===== config.mk =====
export PLATFORM = sky130hd
export DESIGN_NAME = five_port_gpio
export DESIGN_NICKNAME = d
export VERILOG_FILES = /design/src/design/gpio_pkg.sv /design/src/design/five_port_gpio.sv
export SDC_FILE = /design/constraint.sdc
export NUM_CORES = 1
export LEC_CHECK = 0
export BUFFER_PORTS_ARGS = -buffer_cell sky130_fd_sc_hd__buf_4
export CAP_MARGIN = 40
export CORE_ASPECT_RATIO = 1.2
export CORE_MARGIN = 2
export CORE_UTILIZATION = 50
export DETAILED_ROUTE_END_ITERATION = 12
export PLACE_DENSITY = 0.79
export SLEW_MARGIN = 20
export SYNTH_ARGS = -nofsm -noshare
export SYNTH_HDL_FRONTEND = slang
export SYNTH_SLANG_ARGS = --single-unit

===== constraint.sdc =====
create_clock -name core_clk -period 2.3 [get_ports core_clk]
set_clock_uncertainty 0.1 [all_clocks]
set_input_delay 0.345 -clock core_clk [delete_from_list [all_inputs] [get_ports core_clk]]
set_output_delay 0.345 -clock core_clk [all_outputs]
set_load 0.1 [all_outputs]

===== src/design/gpio_pkg.sv =====
// Package: register map, port widths and reset values for the five-port GPIO
package gpio_pkg;
	localparam int unsigned PORT_COUNT = 5;
	localparam int unsigned PORT_WIDTH = 8;
	localparam logic [7:0] PORT_MASK_A = 8'hFF;
	localparam logic [7:0] PORT_MASK_B = 8'hFF;
	localparam logic [7:0] PORT_MASK_C = 8'hFF;
	localparam logic [7:0] PORT_MASK_D = 8'h7F;
	localparam logic [7:0] PORT_MASK_E = 8'hFF;
	localparam logic [7:0] PORT_A_INPUT_ONLY = 8'h01;
	localparam logic [7:0] KEYPAD_IRQ_UNIT_TWO_SELECT_MASK = 8'h0F;
	localparam logic [11:0] OFFSET_DATA = 12'h000;
	localparam logic [11:0] OFFSET_DIR = 12'h004;
	localparam logic [11:0] OFFSET_PULLUP = 12'h008;
	localparam logic [11:0] PORT_STRIDE = 12'h010;
	localparam logic [11:0] OFFSET_KEYPAD_IRQ_UNIT_ONE_SEL = 12'h050;
	localparam logic [11:0] OFFSET_KEYPAD_IRQ_UNIT_TWO_SEL = 12'h054;
	localparam logic [11:0] OFFSET_SYS_CTRL = 12'h058;
	localparam int unsigned CTRL_DEBUG_RELEASE = 0;
	localparam logic [7:0] DATA_RESET = 8'h00;
	localparam logic [7:0] DIR_RESET = 8'h00;
	localparam logic [7:0] PULLUP_RESET = 8'h00;
	localparam logic [1:0] RESP_OKAY = 2'b00;
	localparam logic [1:0] RESP_SLVERR = 2'b10;
	localparam int unsigned ADDR_WIDTH = 12;
endpackage : gpio_pkg


===== src/design/five_port_gpio.sv =====
// Five-port GPIO with peripheral pin sharing and an AXI4-Lite register slave
// Functional notes
// - Per pin data, direction, input-only pullup bits
// - Idle peripheral returns pin to GPIO control
// - 39 pins: four 8-bit ports, one 7-bit
// - Port A bit 0 input only
// - Any port A pin selectable for keypad one
// - Serial unit owns port B bits 0,1
// - Timer channel one may use port B bit 7
// - Sync serial owns port C bits 7..4
// - Only port C bits 3..0 feed keypad two
// - Port D bit 0 is debug pin after reset
// - Debug function forces port D bit 0 pullup
// - Mode sampled on first edge after reset, then debug I/O
// - Port D bit 1 is reset pin
// - Timer channel zero may use port D bit 6
// - Port D seven bits; port E plain
// - Data read: pin if input, latch if output
// - Data writes always latched, driven if GPIO output
// - Direction bit picks read source under override, except port D bits 1..0 read the pin
// - Reset clears data, inputs, pullups off
`timescale 1ns/10ps
module five_port_gpio
	import gpio_pkg::*;
(
	input wire logic core_clk,
	input wire logic resetn,
	input wire logic [11:0] s_axi_awaddr,
	input wire logic s_axi_awvalid,
	output logic s_axi_awready,
	input wire logic [31:0] s_axi_wdata,
	input wire logic [3:0] s_axi_wstrb,
	input wire logic s_axi_wvalid,
	output logic s_axi_wready,
	output logic [1:0] s_axi_bresp,
	output logic s_axi_bvalid,
	input wire logic s_axi_bready,
	input wire logic [11:0] s_axi_araddr,
	input wire logic s_axi_arvalid,
	output logic s_axi_arready,
	output logic [31:0] s_axi_rdata,
	output logic [1:0] s_axi_rresp,
	output logic s_axi_rvalid,
	input wire logic s_axi_rready,
	input wire logic [39:0] pin_in,
	output logic [39:0] pin_out,
	output logic [39:0] pin_oe,
	output logic [39:0] pin_pullup,
	input wire logic async_serial_enable,
	input wire logic serial_transmit_pin,
	output logic serial_receive_pin,
	input wire logic sync_serial_enable,
	input wire logic [3:0] sync_serial_out_value,
	input wire logic [3:0] sync_serial_out_enable,
	output logic sync_serial_select_pin,
	output logic sync_serial_clock_pin,
	output logic sync_serial_in_pin,
	output logic sync_serial_out_pin,
	input wire logic timer_channel_one_enable,
	input wire logic timer_channel_one_oe,
	input wire logic timer_channel_one_out,
	output logic timer_channel_one_in,
	input wire logic timer_channel_zero_enable,
	input wire logic timer_channel_zero_oe,
	input wire logic timer_channel_zero_out,
	output logic timer_channel_zero_in,
	input wire logic debug_oe,
	input wire logic debug_out,
	output logic debug_in,
	output logic debug_mode_select,
	output logic debug_function_active,
	output logic reset_pin_in,
	output logic [7:0] keypad_irq_unit_one_in,
	output logic [7:0] keypad_irq_unit_two_in
);
	typedef enum logic [1:0] {
		WR_IDLE = 2'b00,
		WR_RESP = 2'b01
	} wr_state_t;

	// Per-port registers; index 0..4 = ports A..E
	logic [7:0] port_data_reg [PORT_COUNT];
	logic [7:0] port_direction_reg [PORT_COUNT];
	logic [7:0] port_pullup_enable_reg [PORT_COUNT];
	logic [7:0] keypad_irq_unit_one_select;
	logic [7:0] keypad_irq_unit_two_select;
	logic debug_release;
	logic seen_aw;
	logic seen_w;
	logic [11:0] wr_addr;
	logic [31:0] wr_data;
	logic [3:0] wr_strb;
	wr_state_t wr_state;
	logic [7:0] port_mask [PORT_COUNT];
	logic [7:0] port_pins [PORT_COUNT];
	logic [7:0] periph_own [PORT_COUNT];
	logic [7:0] periph_oe [PORT_COUNT];
	logic [7:0] periph_val [PORT_COUNT];
	logic [7:0] force_pullup [PORT_COUNT];
	logic wr_go;
	logic [31:0] next_rdata;
	logic [1:0] next_rresp;
	logic [1:0] next_bresp;
	logic mode_caught;

	assign port_mask[0] = PORT_MASK_A;
	assign port_mask[1] = PORT_MASK_B;
	assign port_mask[2] = PORT_MASK_C;
	assign port_mask[3] = PORT_MASK_D;
	assign port_mask[4] = PORT_MASK_E;

	always_comb begin
		for (int p = 0; p < PORT_COUNT; p++) begin
			port_pins[p] = pin_in[p*8 +: 8] & port_mask[p];
			periph_own[p] = 8'h00;
			periph_oe[p] = 8'h00;
			periph_val[p] = 8'h00;
			force_pullup[p] = 8'h00;
		end
		// Serial unit: bit 0 transmit, bit 1 receive
		if (async_serial_enable) begin
			periph_own[1][1:0] = 2'b11;
			periph_oe[1][0] = 1'b1;
			periph_val[1][0] = serial_transmit_pin;
		end
		if (timer_channel_one_enable) begin
			periph_own[1][7] = 1'b1;
			periph_oe[1][7] = timer_channel_one_oe;
			periph_val[1][7] = timer_channel_one_out;
		end
		if (sync_serial_enable) begin
			periph_own[2][7:4] = 4'hF;
			periph_oe[2][7:4] = sync_serial_out_enable;
			periph_val[2][7:4] = sync_serial_out_value;
		end
		// Debug pin owned until software releases it
		if (!debug_release) begin
			periph_own[3][0] = 1'b1;
			periph_oe[3][0] = debug_oe;
			periph_val[3][0] = debug_out;
			force_pullup[3][0] = 1'b1;
		end
		periph_own[3][1] = 1'b1;
		if (timer_channel_zero_enable) begin
			periph_own[3][6] = 1'b1;
			periph_oe[3][6] = timer_channel_zero_oe;
			periph_val[3][6] = timer_channel_zero_out;
		end
	end

	// Pin drive: peripheral first, else GPIO
	always_comb begin
		for (int p = 0; p < PORT_COUNT; p++) begin
			for (int b = 0; b < 8; b++) begin
				if (periph_own[p][b]) begin
					pin_oe[p*8+b] = periph_oe[p][b];
					pin_out[p*8+b] = periph_val[p][b];
					pin_pullup[p*8+b] = force_pullup[p][b] |
						(!periph_oe[p][b] & !port_direction_reg[p][b] &
						port_pullup_enable_reg[p][b]);
				end else begin
					pin_oe[p*8+b] = port_direction_reg[p][b];
					pin_out[p*8+b] = port_data_reg[p][b];
					pin_pullup[p*8+b] = !port_direction_reg[p][b] &
						port_pullup_enable_reg[p][b];
				end
				if (!port_mask[p][b]) begin
					pin_oe[p*8+b] = 1'b0;
					pin_out[p*8+b] = 1'b0;
					pin_pullup[p*8+b] = 1'b0;
				end
			end
		end
		pin_oe[0] = 1'b0;
		pin_out[0] = 1'b0;
	end

	assign serial_receive_pin = port_pins[1][1];
	assign timer_channel_one_in = port_pins[1][7];
	assign sync_serial_select_pin = port_pins[2][7];
	assign sync_serial_clock_pin = port_pins[2][6];
	assign sync_serial_in_pin = port_pins[2][5];
	assign sync_serial_out_pin = port_pins[2][4];
	assign timer_channel_zero_in = port_pins[3][6];
	assign debug_in = port_pins[3][0];
	assign reset_pin_in = port_pins[3][1];
	assign debug_function_active = !debug_release;
	assign keypad_irq_unit_one_in = port_pins[0] & keypad_irq_unit_one_select;
	assign keypad_irq_unit_two_in = port_pins[2] & keypad_irq_unit_two_select;

	// Mode level caught on the first edge after reset release
	always_ff @(posedge core_clk or negedge resetn) begin
		if (!resetn) begin
			mode_caught <= 1'b0;
			debug_mode_select <= 1'b0;
		end else if (!mode_caught) begin
			mode_caught <= 1'b1;
			debug_mode_select <= port_pins[3][0];
		end
	end

	// AXI write channel capture
	assign s_axi_awready = !seen_aw && wr_state == WR_IDLE;
	assign s_axi_wready = !seen_w && wr_state == WR_IDLE;
	assign wr_go = seen_aw && seen_w && wr_state == WR_IDLE;

	always_ff @(posedge core_clk or negedge resetn) begin
		if (!resetn) begin
			seen_aw <= 1'b0;
			seen_w <= 1'b0;
			wr_addr <= 12'h000;
			wr_data <= 32'h0000_0000;
			wr_strb <= 4'h0;
		end else begin
			if (s_axi_awvalid && s_axi_awready) begin
				seen_aw <= 1'b1;
				wr_addr <= s_axi_awaddr;
			end else if (wr_go) begin
				seen_aw <= 1'b0;
			end
			if (s_axi_wvalid && s_axi_wready) begin
				seen_w <= 1'b1;
				wr_data <= s_axi_wdata;
				wr_strb <= s_axi_wstrb;
			end else if (wr_go) begin
				seen_w <= 1'b0;
			end
		end
	end

	always_comb begin
		next_bresp = RESP_SLVERR;
		for (int p = 0; p < PORT_COUNT; p++) begin
			if (wr_addr == PORT_STRIDE * p[11:0] + OFFSET_DATA ||
				wr_addr == PORT_STRIDE * p[11:0] + OFFSET_DIR ||
				wr_addr == PORT_STRIDE * p[11:0] + OFFSET_PULLUP) begin
				next_bresp = RESP_OKAY;
			end
		end
		if (wr_addr == OFFSET_KEYPAD_IRQ_UNIT_ONE_SEL || wr_addr == OFFSET_KEYPAD_IRQ_UNIT_TWO_SEL ||
			wr_addr == OFFSET_SYS_CTRL) begin
			next_bresp = RESP_OKAY;
		end
	end

	// Register updates on a completed write
	always_ff @(posedge core_clk or negedge resetn) begin
		if (!resetn) begin
			for (int p = 0; p < PORT_COUNT; p++) begin
				port_data_reg[p] <= DATA_RESET;
				port_direction_reg[p] <= DIR_RESET;
				port_pullup_enable_reg[p] <= PULLUP_RESET;
			end
			keypad_irq_unit_one_select <= 8'h00;
			keypad_irq_unit_two_select <= 8'h00;
			debug_release <= 1'b0;
		end else if (wr_go && wr_strb[0]) begin
			for (int p = 0; p < PORT_COUNT; p++) begin
				if (wr_addr == PORT_STRIDE * p[11:0] + OFFSET_DATA) begin
					port_data_reg[p] <= wr_data[7:0] & port_mask[p];
				end else if (wr_addr == PORT_STRIDE * p[11:0] + OFFSET_DIR) begin
					port_direction_reg[p] <= wr_data[7:0] & port_mask[p];
				end else if (wr_addr ==
					PORT_STRIDE * p[11:0] + OFFSET_PULLUP) begin
					port_pullup_enable_reg[p] <= wr_data[7:0] & port_mask[p];
				end
			end
			if (wr_addr == OFFSET_KEYPAD_IRQ_UNIT_ONE_SEL) begin
				keypad_irq_unit_one_select <= wr_data[7:0];
			end else if (wr_addr == OFFSET_KEYPAD_IRQ_UNIT_TWO_SEL) begin
				keypad_irq_unit_two_select <= wr_data[7:0] & KEYPAD_IRQ_UNIT_TWO_SELECT_MASK;
			end else if (wr_addr == OFFSET_SYS_CTRL) begin
				// Released debug pin returns to GPIO control
				debug_release <= wr_data[CTRL_DEBUG_RELEASE];
			end
		end
	end

	always_ff @(posedge core_clk or negedge resetn) begin
		if (!resetn) begin
			wr_state <= WR_IDLE;
			s_axi_bvalid <= 1'b0;
			s_axi_bresp <= RESP_OKAY;
		end else begin
			case (wr_state)
				WR_IDLE: begin
					if (wr_go) begin
						wr_state <= WR_RESP;
						s_axi_bvalid <= 1'b1;
						s_axi_bresp <= next_bresp;
					end
				end
				default: begin
					if (s_axi_bready) begin
						wr_state <= WR_IDLE;
						s_axi_bvalid <= 1'b0;
					end
				end
			endcase
		end
	end

	// Read decode
	always_comb begin
		next_rdata = 32'h0000_0000;
		next_rresp = RESP_SLVERR;
		for (int p = 0; p < PORT_COUNT; p++) begin
			if (s_axi_araddr == PORT_STRIDE * p[11:0] + OFFSET_DATA) begin
				next_rresp = RESP_OKAY;
				// Direction bit picks the source even when overridden, except port D bits 1..0
				next_rdata[7:0] = ((port_direction_reg[p] & port_data_reg[p]) |
					(~port_direction_reg[p] & port_pins[p])) &
					port_mask[p];
				if (p == 3) begin
					next_rdata[1:0] = port_pins[3][1:0];
				end
			end else if (s_axi_araddr ==
				PORT_STRIDE * p[11:0] + OFFSET_DIR) begin
				next_rresp = RESP_OKAY;
				next_rdata[7:0] = port_direction_reg[p];
			end else if (s_axi_araddr ==
				PORT_STRIDE * p[11:0] + OFFSET_PULLUP) begin
				next_rresp = RESP_OKAY;
				next_rdata[7:0] = port_pullup_enable_reg[p];
			end
		end
		if (s_axi_araddr == OFFSET_KEYPAD_IRQ_UNIT_ONE_SEL) begin
			next_rresp = RESP_OKAY;
			next_rdata[7:0] = keypad_irq_unit_one_select;
		end else if (s_axi_araddr == OFFSET_KEYPAD_IRQ_UNIT_TWO_SEL) begin
			next_rresp = RESP_OKAY;
			next_rdata[7:0] = keypad_irq_unit_two_select;
		end else if (s_axi_araddr == OFFSET_SYS_CTRL) begin
			next_rresp = RESP_OKAY;
			next_rdata[CTRL_DEBUG_RELEASE] = debug_release;
		end
	end

	assign s_axi_arready = !s_axi_rvalid;

	always_ff @(posedge core_clk or negedge resetn) begin
		if (!resetn) begin
			s_axi_rvalid <= 1'b0;
			s_axi_rdata <= 32'h0000_0000;
			s_axi_rresp <= RESP_OKAY;
		end else if (s_axi_arvalid && s_axi_arready) begin
			s_axi_rvalid <= 1'b1;
			s_axi_rdata <= next_rdata;
			s_axi_rresp <= next_rresp;
		end else if (s_axi_rready) begin
			s_axi_rvalid <= 1'b0;
		end
	end
endmodule : five_port_gpio


==> impl_results.md, run 1 <==
- Status: completed
- DIE AREA: 0.0209 mm2
- Leading register cell type out of synthesis: dfrtp_1
- Site Rows: 56
- Post-Synth Adder-Cell Area: 0.00101
- Max cap viols: 0
- Distinct cells, synth: 80
- Area after DPL: 0.0120 mm2
- HP Class: primary input to flop
- Synthesized area: 0.00989 mm2
- Iter 0 DRT Violations: 904
- Final WL: 31,700 um
- Crit path DAT: 2.46 ns
- Synth Area in XOR/XNOR: 0
- Met3 Use GR: 0.0567
- Synthesis Warnings: 0
- CP endpoint kind: flop
- Met2 global-route usage: 0.530
- Post-synthesis sequential area ratio: 0.420
- Clk_lat worst skew: 0.44 ns
- Slew @ Worst Pin: 0.790 ns
- Final period util: 0.971
- Clock-pin slew on the worst setup and hold paths: 0.06 ns
- Initial Util: 0.508
- Largest family of logic cells by synthesized area: multiplexers
- Post-DR wirelength/cell: 21.8 um
- # IOs: 314
- Final max-slew violation count: 0
- Relative slew margins: 0.473
- Post-Synthesis Cells: 939
- Peak VDD IR: 1300 uV
- GRT Max-Usage Layer: met2
- Drt pass-1 iters: 5
- Area growth syn-to-layout: 27.7%
- RSZ-0062 raised after global routing: yes
- DRC Markers: 0
- Die X-Extent: 132 um
- Total global-route track usage: 0.301
- First-pass GRT wire length: 47,700 um
- CTS H-tree depth: 4
- CTS root buffer: clkbuf_16
- Post-layout min period: 2.23 ns
- #FFs+latches synth: 166
- Num CTS Buffers: 17
- Final Hold Viols: 0
- Final ANT Viol Nets: 0
- Critical path type: flop to flop
- FMAX: 448 MHz
- Core area: 0.0195 mm2
- Sinks on Clock Net: 166
- # setup viols final: 0
- DIE HEIGHT: 158 um
- PD cells: 733 mW/mm2
- Bufs on Longest Clock Path: 2
- Vias in the first global route: 8,303
- Max FFs per register: 39
- Post-route cell area: 0.0126 mm2
- Pleak: 6.17 nW
- CTS tree: done
- EDFF count, synth: 0
- Share of cells above drive strength 1: 0.476
- Final Net Count: 1,306
- Met1 GRT Util: 0.369
- CP max FO: 8
- IO buf count: 248
- Crit start category: flop
- DR vias: 8,449
- Final RePlAce weighted congestion: 0.944
- Fin Hold WS: 0.0346 ns
- Mean area per synthesized cell: 10.5 um2
- Post-CTS Setup Repair Bufs: 0
- Initial antenna violation count: 0
- Ys async rst share: 1.00
- Post-DP HPWL: 24,300 um
- Largest net degree at the start of global routing: 53
- Crit path required time: 2.52 ns
- Simple-Gate Fraction of Synth Area: 0.136
- Number of diodes: 0
- Total grt overflow: 0
- Post-synthesis mux area share: 0.203
- DR vias/cell: 5.81
- Post-synthesis compound-gate area fraction: 0.130
==> final cells by class <==
| type | count | area (um2) |
|---|---|---|
| multi-input combinational | 633 | 4860 |
| clock buffer | 22 | 474 |
| sequential | 166 | 4160 |
| clock inverter | 10 | 118 |
| timing repair buffer | 339 | 2610 |
| inverter | 23 | 90.1 |
| tap | 261 | 327 |
| fill | 1607 | 6840 |
==> report_power, final <==
part / switching (mW) / internal [mW] / leakage, nW
Clock: 1.19 / 1.69 / 0.291
Sequential: 0.662 / 3.18 / 2.25
Combinational: 1.68 / 0.852 / 3.63
Total: 3.53 / 5.73 / 6.17
==> repair_timing <==
action	CTS	global route
pin swaps	0	0
gates resized for setup	0	7
endpoints found under the setup margin	16	76
hold buffers	3	0
hold endpoints to repair	32	0
==> worst max-delay path: stages, from the launching register on <==
cell     delay, ns
dfrtp_1       0.40
nor4_2        0.32
nand2_1       0.15
or2_1         0.31
nor2_2        0.22
nand3_1       0.11
buf_4         0.22
mux2_2        0.28
==> metrics by stage <==
| step | TNS (ns) | setup WS, ns | std cells | util | power (mW) |
|---|---|---|---|---|---|
| final | 0 | 0.0668 | 1454 | 0.649 | 9.26 |
| after global routing | -1.34 | -0.0634 | 1454 | 0.649 | 9.61 |
| after CTS | -0.508 | -0.0513 | 1454 | 0.647 | 9.26 |
| after detailed placement | -0.309 | -0.0590 | 1419 | 0.615 | 6.39 |
| after global placement | -0.0303 | -0.0213 | 1419 | 0.615 | 6.34 |
| after floorplan | -0.00176 | -0.000195 | 975 | - | 5.56 |
==> layer usage <==
layer / routed length (um) / part of all wire
met5: 0 / 0
met4: 1030 / 0.032
met3: 2070 / 0.065
met2: 16300 / 0.52
met1: 12300 / 0.39
==> cells in the final DEF, fill, tap and decap left out, drive strengths merged, types with 11 or more instances in the layout <==
cell type | Yosys | routed
buf | 118 | 336
dfrtp | 166 | 166
mux2 | 161 | 161
nand2 | 54 | 54
nor2b | 42 | 42
conb | 2 | 38
o21ai | 38 | 38
nor2 | 30 | 30
a21oi | 28 | 28
inv | 23 | 25
clkbuf | 35 | 22
mux2i | 20 | 20
nor3 | 19 | 19
nand3 | 17 | 17
and2 | 15 | 15
o211ai | 13 | 13
and3 | 11 | 11
a31oi | 11 | 11
==> cells in the mapped netlist, drive strengths merged, types with 13 or more instances <==
| master | instances | share of area |
|---|---|---|
| a21oi | 28 | 0.014 |
| and2 | 15 | 0.0095 |
| buf | 118 | 0.087 |
| clkbuf | 35 | 0.013 |
| dfrtp | 166 | 0.42 |
| inv | 23 | 0.0087 |
| mux2 | 161 | 0.18 |
| mux2i | 20 | 0.020 |
| nand2 | 54 | 0.020 |
| nand3 | 17 | 0.0086 |
| nor2 | 30 | 0.012 |
| nor2b | 42 | 0.027 |
| nor3 | 19 | 0.010 |
| o211ai | 13 | 0.0099 |
| o21ai | 38 | 0.019 |
==> final timing paths <==
path                                              from                                endpoint  slack [ns]  depth (start not counted)
worst max-delay path            wr_addr[9]$_DFFE_PN0P_  port_pullup_enable_reg[24]$_DFFE_PN0P_        0.07                          7
min in group asynchronous                       resetn                  pin_out[2]$_DFFE_PN0P_        0.26                          2
worst min-delay path                   s_axi_awaddr[4]                  wr_addr[4]$_DFFE_PN0P_        0.03                          2
max in group asynchronous                       resetn                s_axi_bvalid$_DFFE_PN0P_        1.18                          3
worst min register to register   mode_caught$_DFF_PN0_           debug_mode_select$_DFFE_PN0N_        0.36                          1
worst max register to register  wr_addr[9]$_DFFE_PN0P_  port_pullup_enable_reg[24]$_DFFE_PN0P_        0.07                          7
==> cell families after synthesis <==
| family | after synthesis |
|---|---|
| compound gates | 176 |
| mux | 181 |
| other cells | 2 |
| flops | 166 |
| fa+ha+maj | 1 |
| simple gates | 237 |
| buf+inv | 176 |
Note: power is estimated with default switching activity, not from simulation.
==> run 2, diff against run 1 <==
==> constraint.sdc (replaced) <==
create_clock -name core_clk -period 2.3 [get_ports core_clk]
set_clock_uncertainty 0.1 [all_clocks]
set_input_delay 0.46 -clock core_clk [delete_from_list [all_inputs] [get_ports core_clk]]
set_output_delay 0.46 -clock core_clk [all_outputs]
set_load 0.1 [all_outputs]
==> run 2 against run 1 <==
Sequential power hardly changed. Via count rose by 1.4%. Cell area rose by 0.94%. Worst hold slack better by 0.072 ns. Sequential share of layout area decreased by 0.31 points. Routed wire length grew 1.5%. Non-clock buffer count rose by 5. Register-to-register slack better by 0.03 ns. Critical endpoint is now pin_out[28]$_DFFE_PN0P_. Largest cell class unchanged.
==> impl_results.md, run 2 (same netlist as run 1, synthesis figures left out) <==
- Max cap viols: 0 (unchanged)
- HP Class: primary input to flop (unchanged)
- DIE AREA: 0.0209 mm2 (unchanged)
- Final Hold Viols: 0 (unchanged)
- CP Capture Point: pin_out[28]$_DFFE_PN0P_ (was port_pullup_enable_reg[24]$_DFFE_PN0P_)
- Num CTS Buffers: 17 (unchanged)
- Critical path type: flop to flop (unchanged)
- Post-route cell area: 0.0128 mm2 (was 0.0126 mm2)
- # setup viols final: 0 (unchanged)
- FILL cells: 1,598 (was 1,607)
- Final WL: 32,200 um (was 31,700 um)
- Core area: 0.0195 mm2 (unchanged)
- Most common cell after layout, fill and taps aside: buf_4 (unchanged)
- Crit path required time: 2.52 ns (about the same)
- Delay-heaviest family, CP: simple AND/OR/NAND/NOR gates (unchanged)
- Area growth syn-to-layout: 28.9% (was 27.7%)
- Bufs on Longest Clock Path: 2 (unchanged)
- Post-route setup TNS: 0 ns (unchanged)
- Peak VDD IR: 839 uV (was 1300 uV)
- Max FFs per register: 39 (unchanged)
- Fin Hold WS: 0.107 ns (was 0.0346 ns)
- Worst stage delay on the critical path: 0.40 ns (about the same)
- CTS root buffer: clkbuf_16 (unchanged)
- # IOs: 314 (unchanged)
- Final period util: 0.959 (was 0.971)
- Share of cells above drive strength 1: 0.501 (was 0.476)
- Total global-route track usage: 0.308 (was 0.301)
- Final ANT Viol Nets: 0 (unchanged)
- Die X-Extent: 132 um (unchanged)
- CP max FO: 6 (was 8)
- Critical R2R Launch: wr_addr[9]$_DFFE_PN0P_ (unchanged)
- Clk_lat worst skew: 0.43 ns (was 0.44 ns)
- Switching Fraction: 0.387 (was 0.381)
- Area after DPL: 0.0122 mm2 (was 0.0120 mm2)
- DRC Markers: 0 (unchanged)
- First-pass GRT wire length: 48,700 um (was 47,700 um)
- DR vias: 8,568 (was 8,449)
- Number of diodes: 0 (unchanged)
- Net Switching: 3.53 mW (about the same)
- Vias in the first global route: 8,597 (was 8,303)
- Critical R2R Capture: pin_out[28]$_DFFE_PN0P_ (was port_pullup_enable_reg[24]$_DFFE_PN0P_)
- Initial Util: 0.508 (unchanged)
- Relative slew margins: 0.539 (was 0.473)
- CTS H-tree depth: 4 (unchanged)
- RSZ-0062 raised after global routing: yes (unchanged)
- Slowest stage cell, crit path: dfrtp_1 (unchanged)
- Fin util: 0.655 (was 0.649)
- Seq pwr share: 0.422 (was 0.416)
- Reg area: 0.00416 mm2 (unchanged)
- Post-DR wirelength/cell: 22.1 um (was 21.8 um)
- Site Rows: 56 (unchanged)
- Combinational fraction of design power: 0.277 (was 0.273)
- Crit path DAT: 2.42 ns (was 2.46 ns)
- Most frequent cells in the layout: buf_4, dfrtp_1, mux2_2 (unchanged)
- Crit start category: flop (unchanged)
- Final Net Count: 1,311 (was 1,306)
- Drt pass-1 iters: 5 (unchanged)
- FMAX: 453 MHz (was 448 MHz)
- Crit path launch: wr_addr[9]$_DFFE_PN0P_ (unchanged)
- Iter 0 DRT Violations: 653 (was 904)
- Internal: 5.60 mW (was 5.73 mW)
- Area of the multi-input gates: 0.00494 mm2 (was 0.00486 mm2)
- Status: completed (unchanged)
- Clock power share: 0.301 (was 0.311)
- Post-DP HPWL: 24,400 um (was 24,300 um)
- IO buf count: 248 (unchanged)
- Post-layout min period: 2.21 ns (was 2.23 ns)
- Power Total: 9.13 mW (was 9.26 mW)
- Slew @ Worst Pin: 0.691 ns (was 0.790 ns)
- Cell breakdown of the critical path: nor4_4, nand2_1, or2_1, nor2b_2, nand2_1, mux2_2 (was nor4_2, nand2_1, or2_1, nor2_2, nand3_1, buf_4, mux2_2)
- Cell mode on critical path: nand2_1
- Final max-slew violation count: 0 (unchanged)
- DR vias/cell: 5.88 (was 5.81)
- Largest net degree at the start of global routing: 54 (was 53)
- DIE HEIGHT: 158 um (unchanged)
- Sinks on Clock Net: 166 (unchanged)
- R2r worst-path depth: 6 (was 7)
- Initial antenna violation count: 0 (unchanged)
- Final RePlAce weighted congestion: 0.899 (was 0.944)
- CTS tree: done (unchanged)
- Clock-pin slew on the worst setup and hold paths: 0.06 ns (about the same)
- PD cells: 716 mW/mm2 (was 733 mW/mm2)
- CP endpoint kind: flop (unchanged)
- Worst Path Buf+Inv: 0 (was 1)
- Total grt overflow: 0 (unchanged)
- Stages on the worst setup path: 6 (was 7)
- Reg2reg setup slack: 0.09 ns (was 0.07 ns)
- Pleak: 6.19 nW (was 6.17 nW)
==> run 2: stage by stage <==
step / instances / setup WS [ns]
2_1_floorplan: 975 / -0.000195
3_3_place_gp: 1426 / -0.158
3_5_place_dp: 1426 / -0.174
4_1_cts: 1457 / -0.0211
5_1_grt: 1457 / -0.0274
6_report: 1457 / 0.0947
==> run 2: repair_timing <==
action / in CTS / in global routing
resized for setup: 1 / 5
endpoints found under the setup margin: 34 / 52
hold endpoints to repair: 36 / 0
setup buffers: 0 / 0
hold buffers: 1 / 0
==> run 2: worst min path at each step <==
stage / from / to / depth (start not counted)
after global routing: s_axi_bready / s_axi_bvalid$_DFFE_PN0P_ / 2
after floorplan: resetn / debug_mode_select$_DFFE_PN0N_ / 0
after CTS: s_axi_bready / s_axi_bvalid$_DFFE_PN0P_ / 2
after detailed placement: resetn / pin_out[26]$_DFFE_PN0P_ / 1
after global placement: resetn / wr_data[3]$_DFFE_PN0P_ / 1
final: s_axi_bready / s_axi_bvalid$_DFFE_PN0P_ / 2
==> run 2: worst register-to-register path, stage by stage (launching register included) <==
cell and delay (ns):
dfrtp_1 0.40, nor4_4 0.29, nand2_1 0.15, or2_1 0.29
nor2b_2 0.20, nand2_1 0.29, mux2_2 0.38
==> run 2: cell type report <==
cell class,instances,share of cell area
multi-input cells,633,0.387
flip-flops and latches,166,0.326
repair buffers,344,0.211
clock buffers,22,0.0372
well taps,261,0.0256
inverters,23,0.00706
clock inverters,8,0.00608
==> run 2: routing by layer <==
| metal | track usage | share of wire | up-vias |
|---|---|---|---|
| li1 | - | - | 3769 |
| met1 | 0.374 | 0.39 | 4259 |
| met2 | 0.515 | 0.49 | 439 |
| met3 | 0.0615 | 0.068 | 101 |
| met4 | 0.172 | 0.049 | 0 |
| met5 | 0 | 0 | - |
==> run 2: power groups by stage <==
stage	combinational (mW)	clock, mW	sequential [mW]
after global routing	2.66	2.89	3.91
after floorplan	1.86	0	3.71
after CTS	2.53	2.76	3.82
final	2.53	2.74	3.85
after detailed placement	2.52	0	3.87
after global placement	2.48	0	3.84
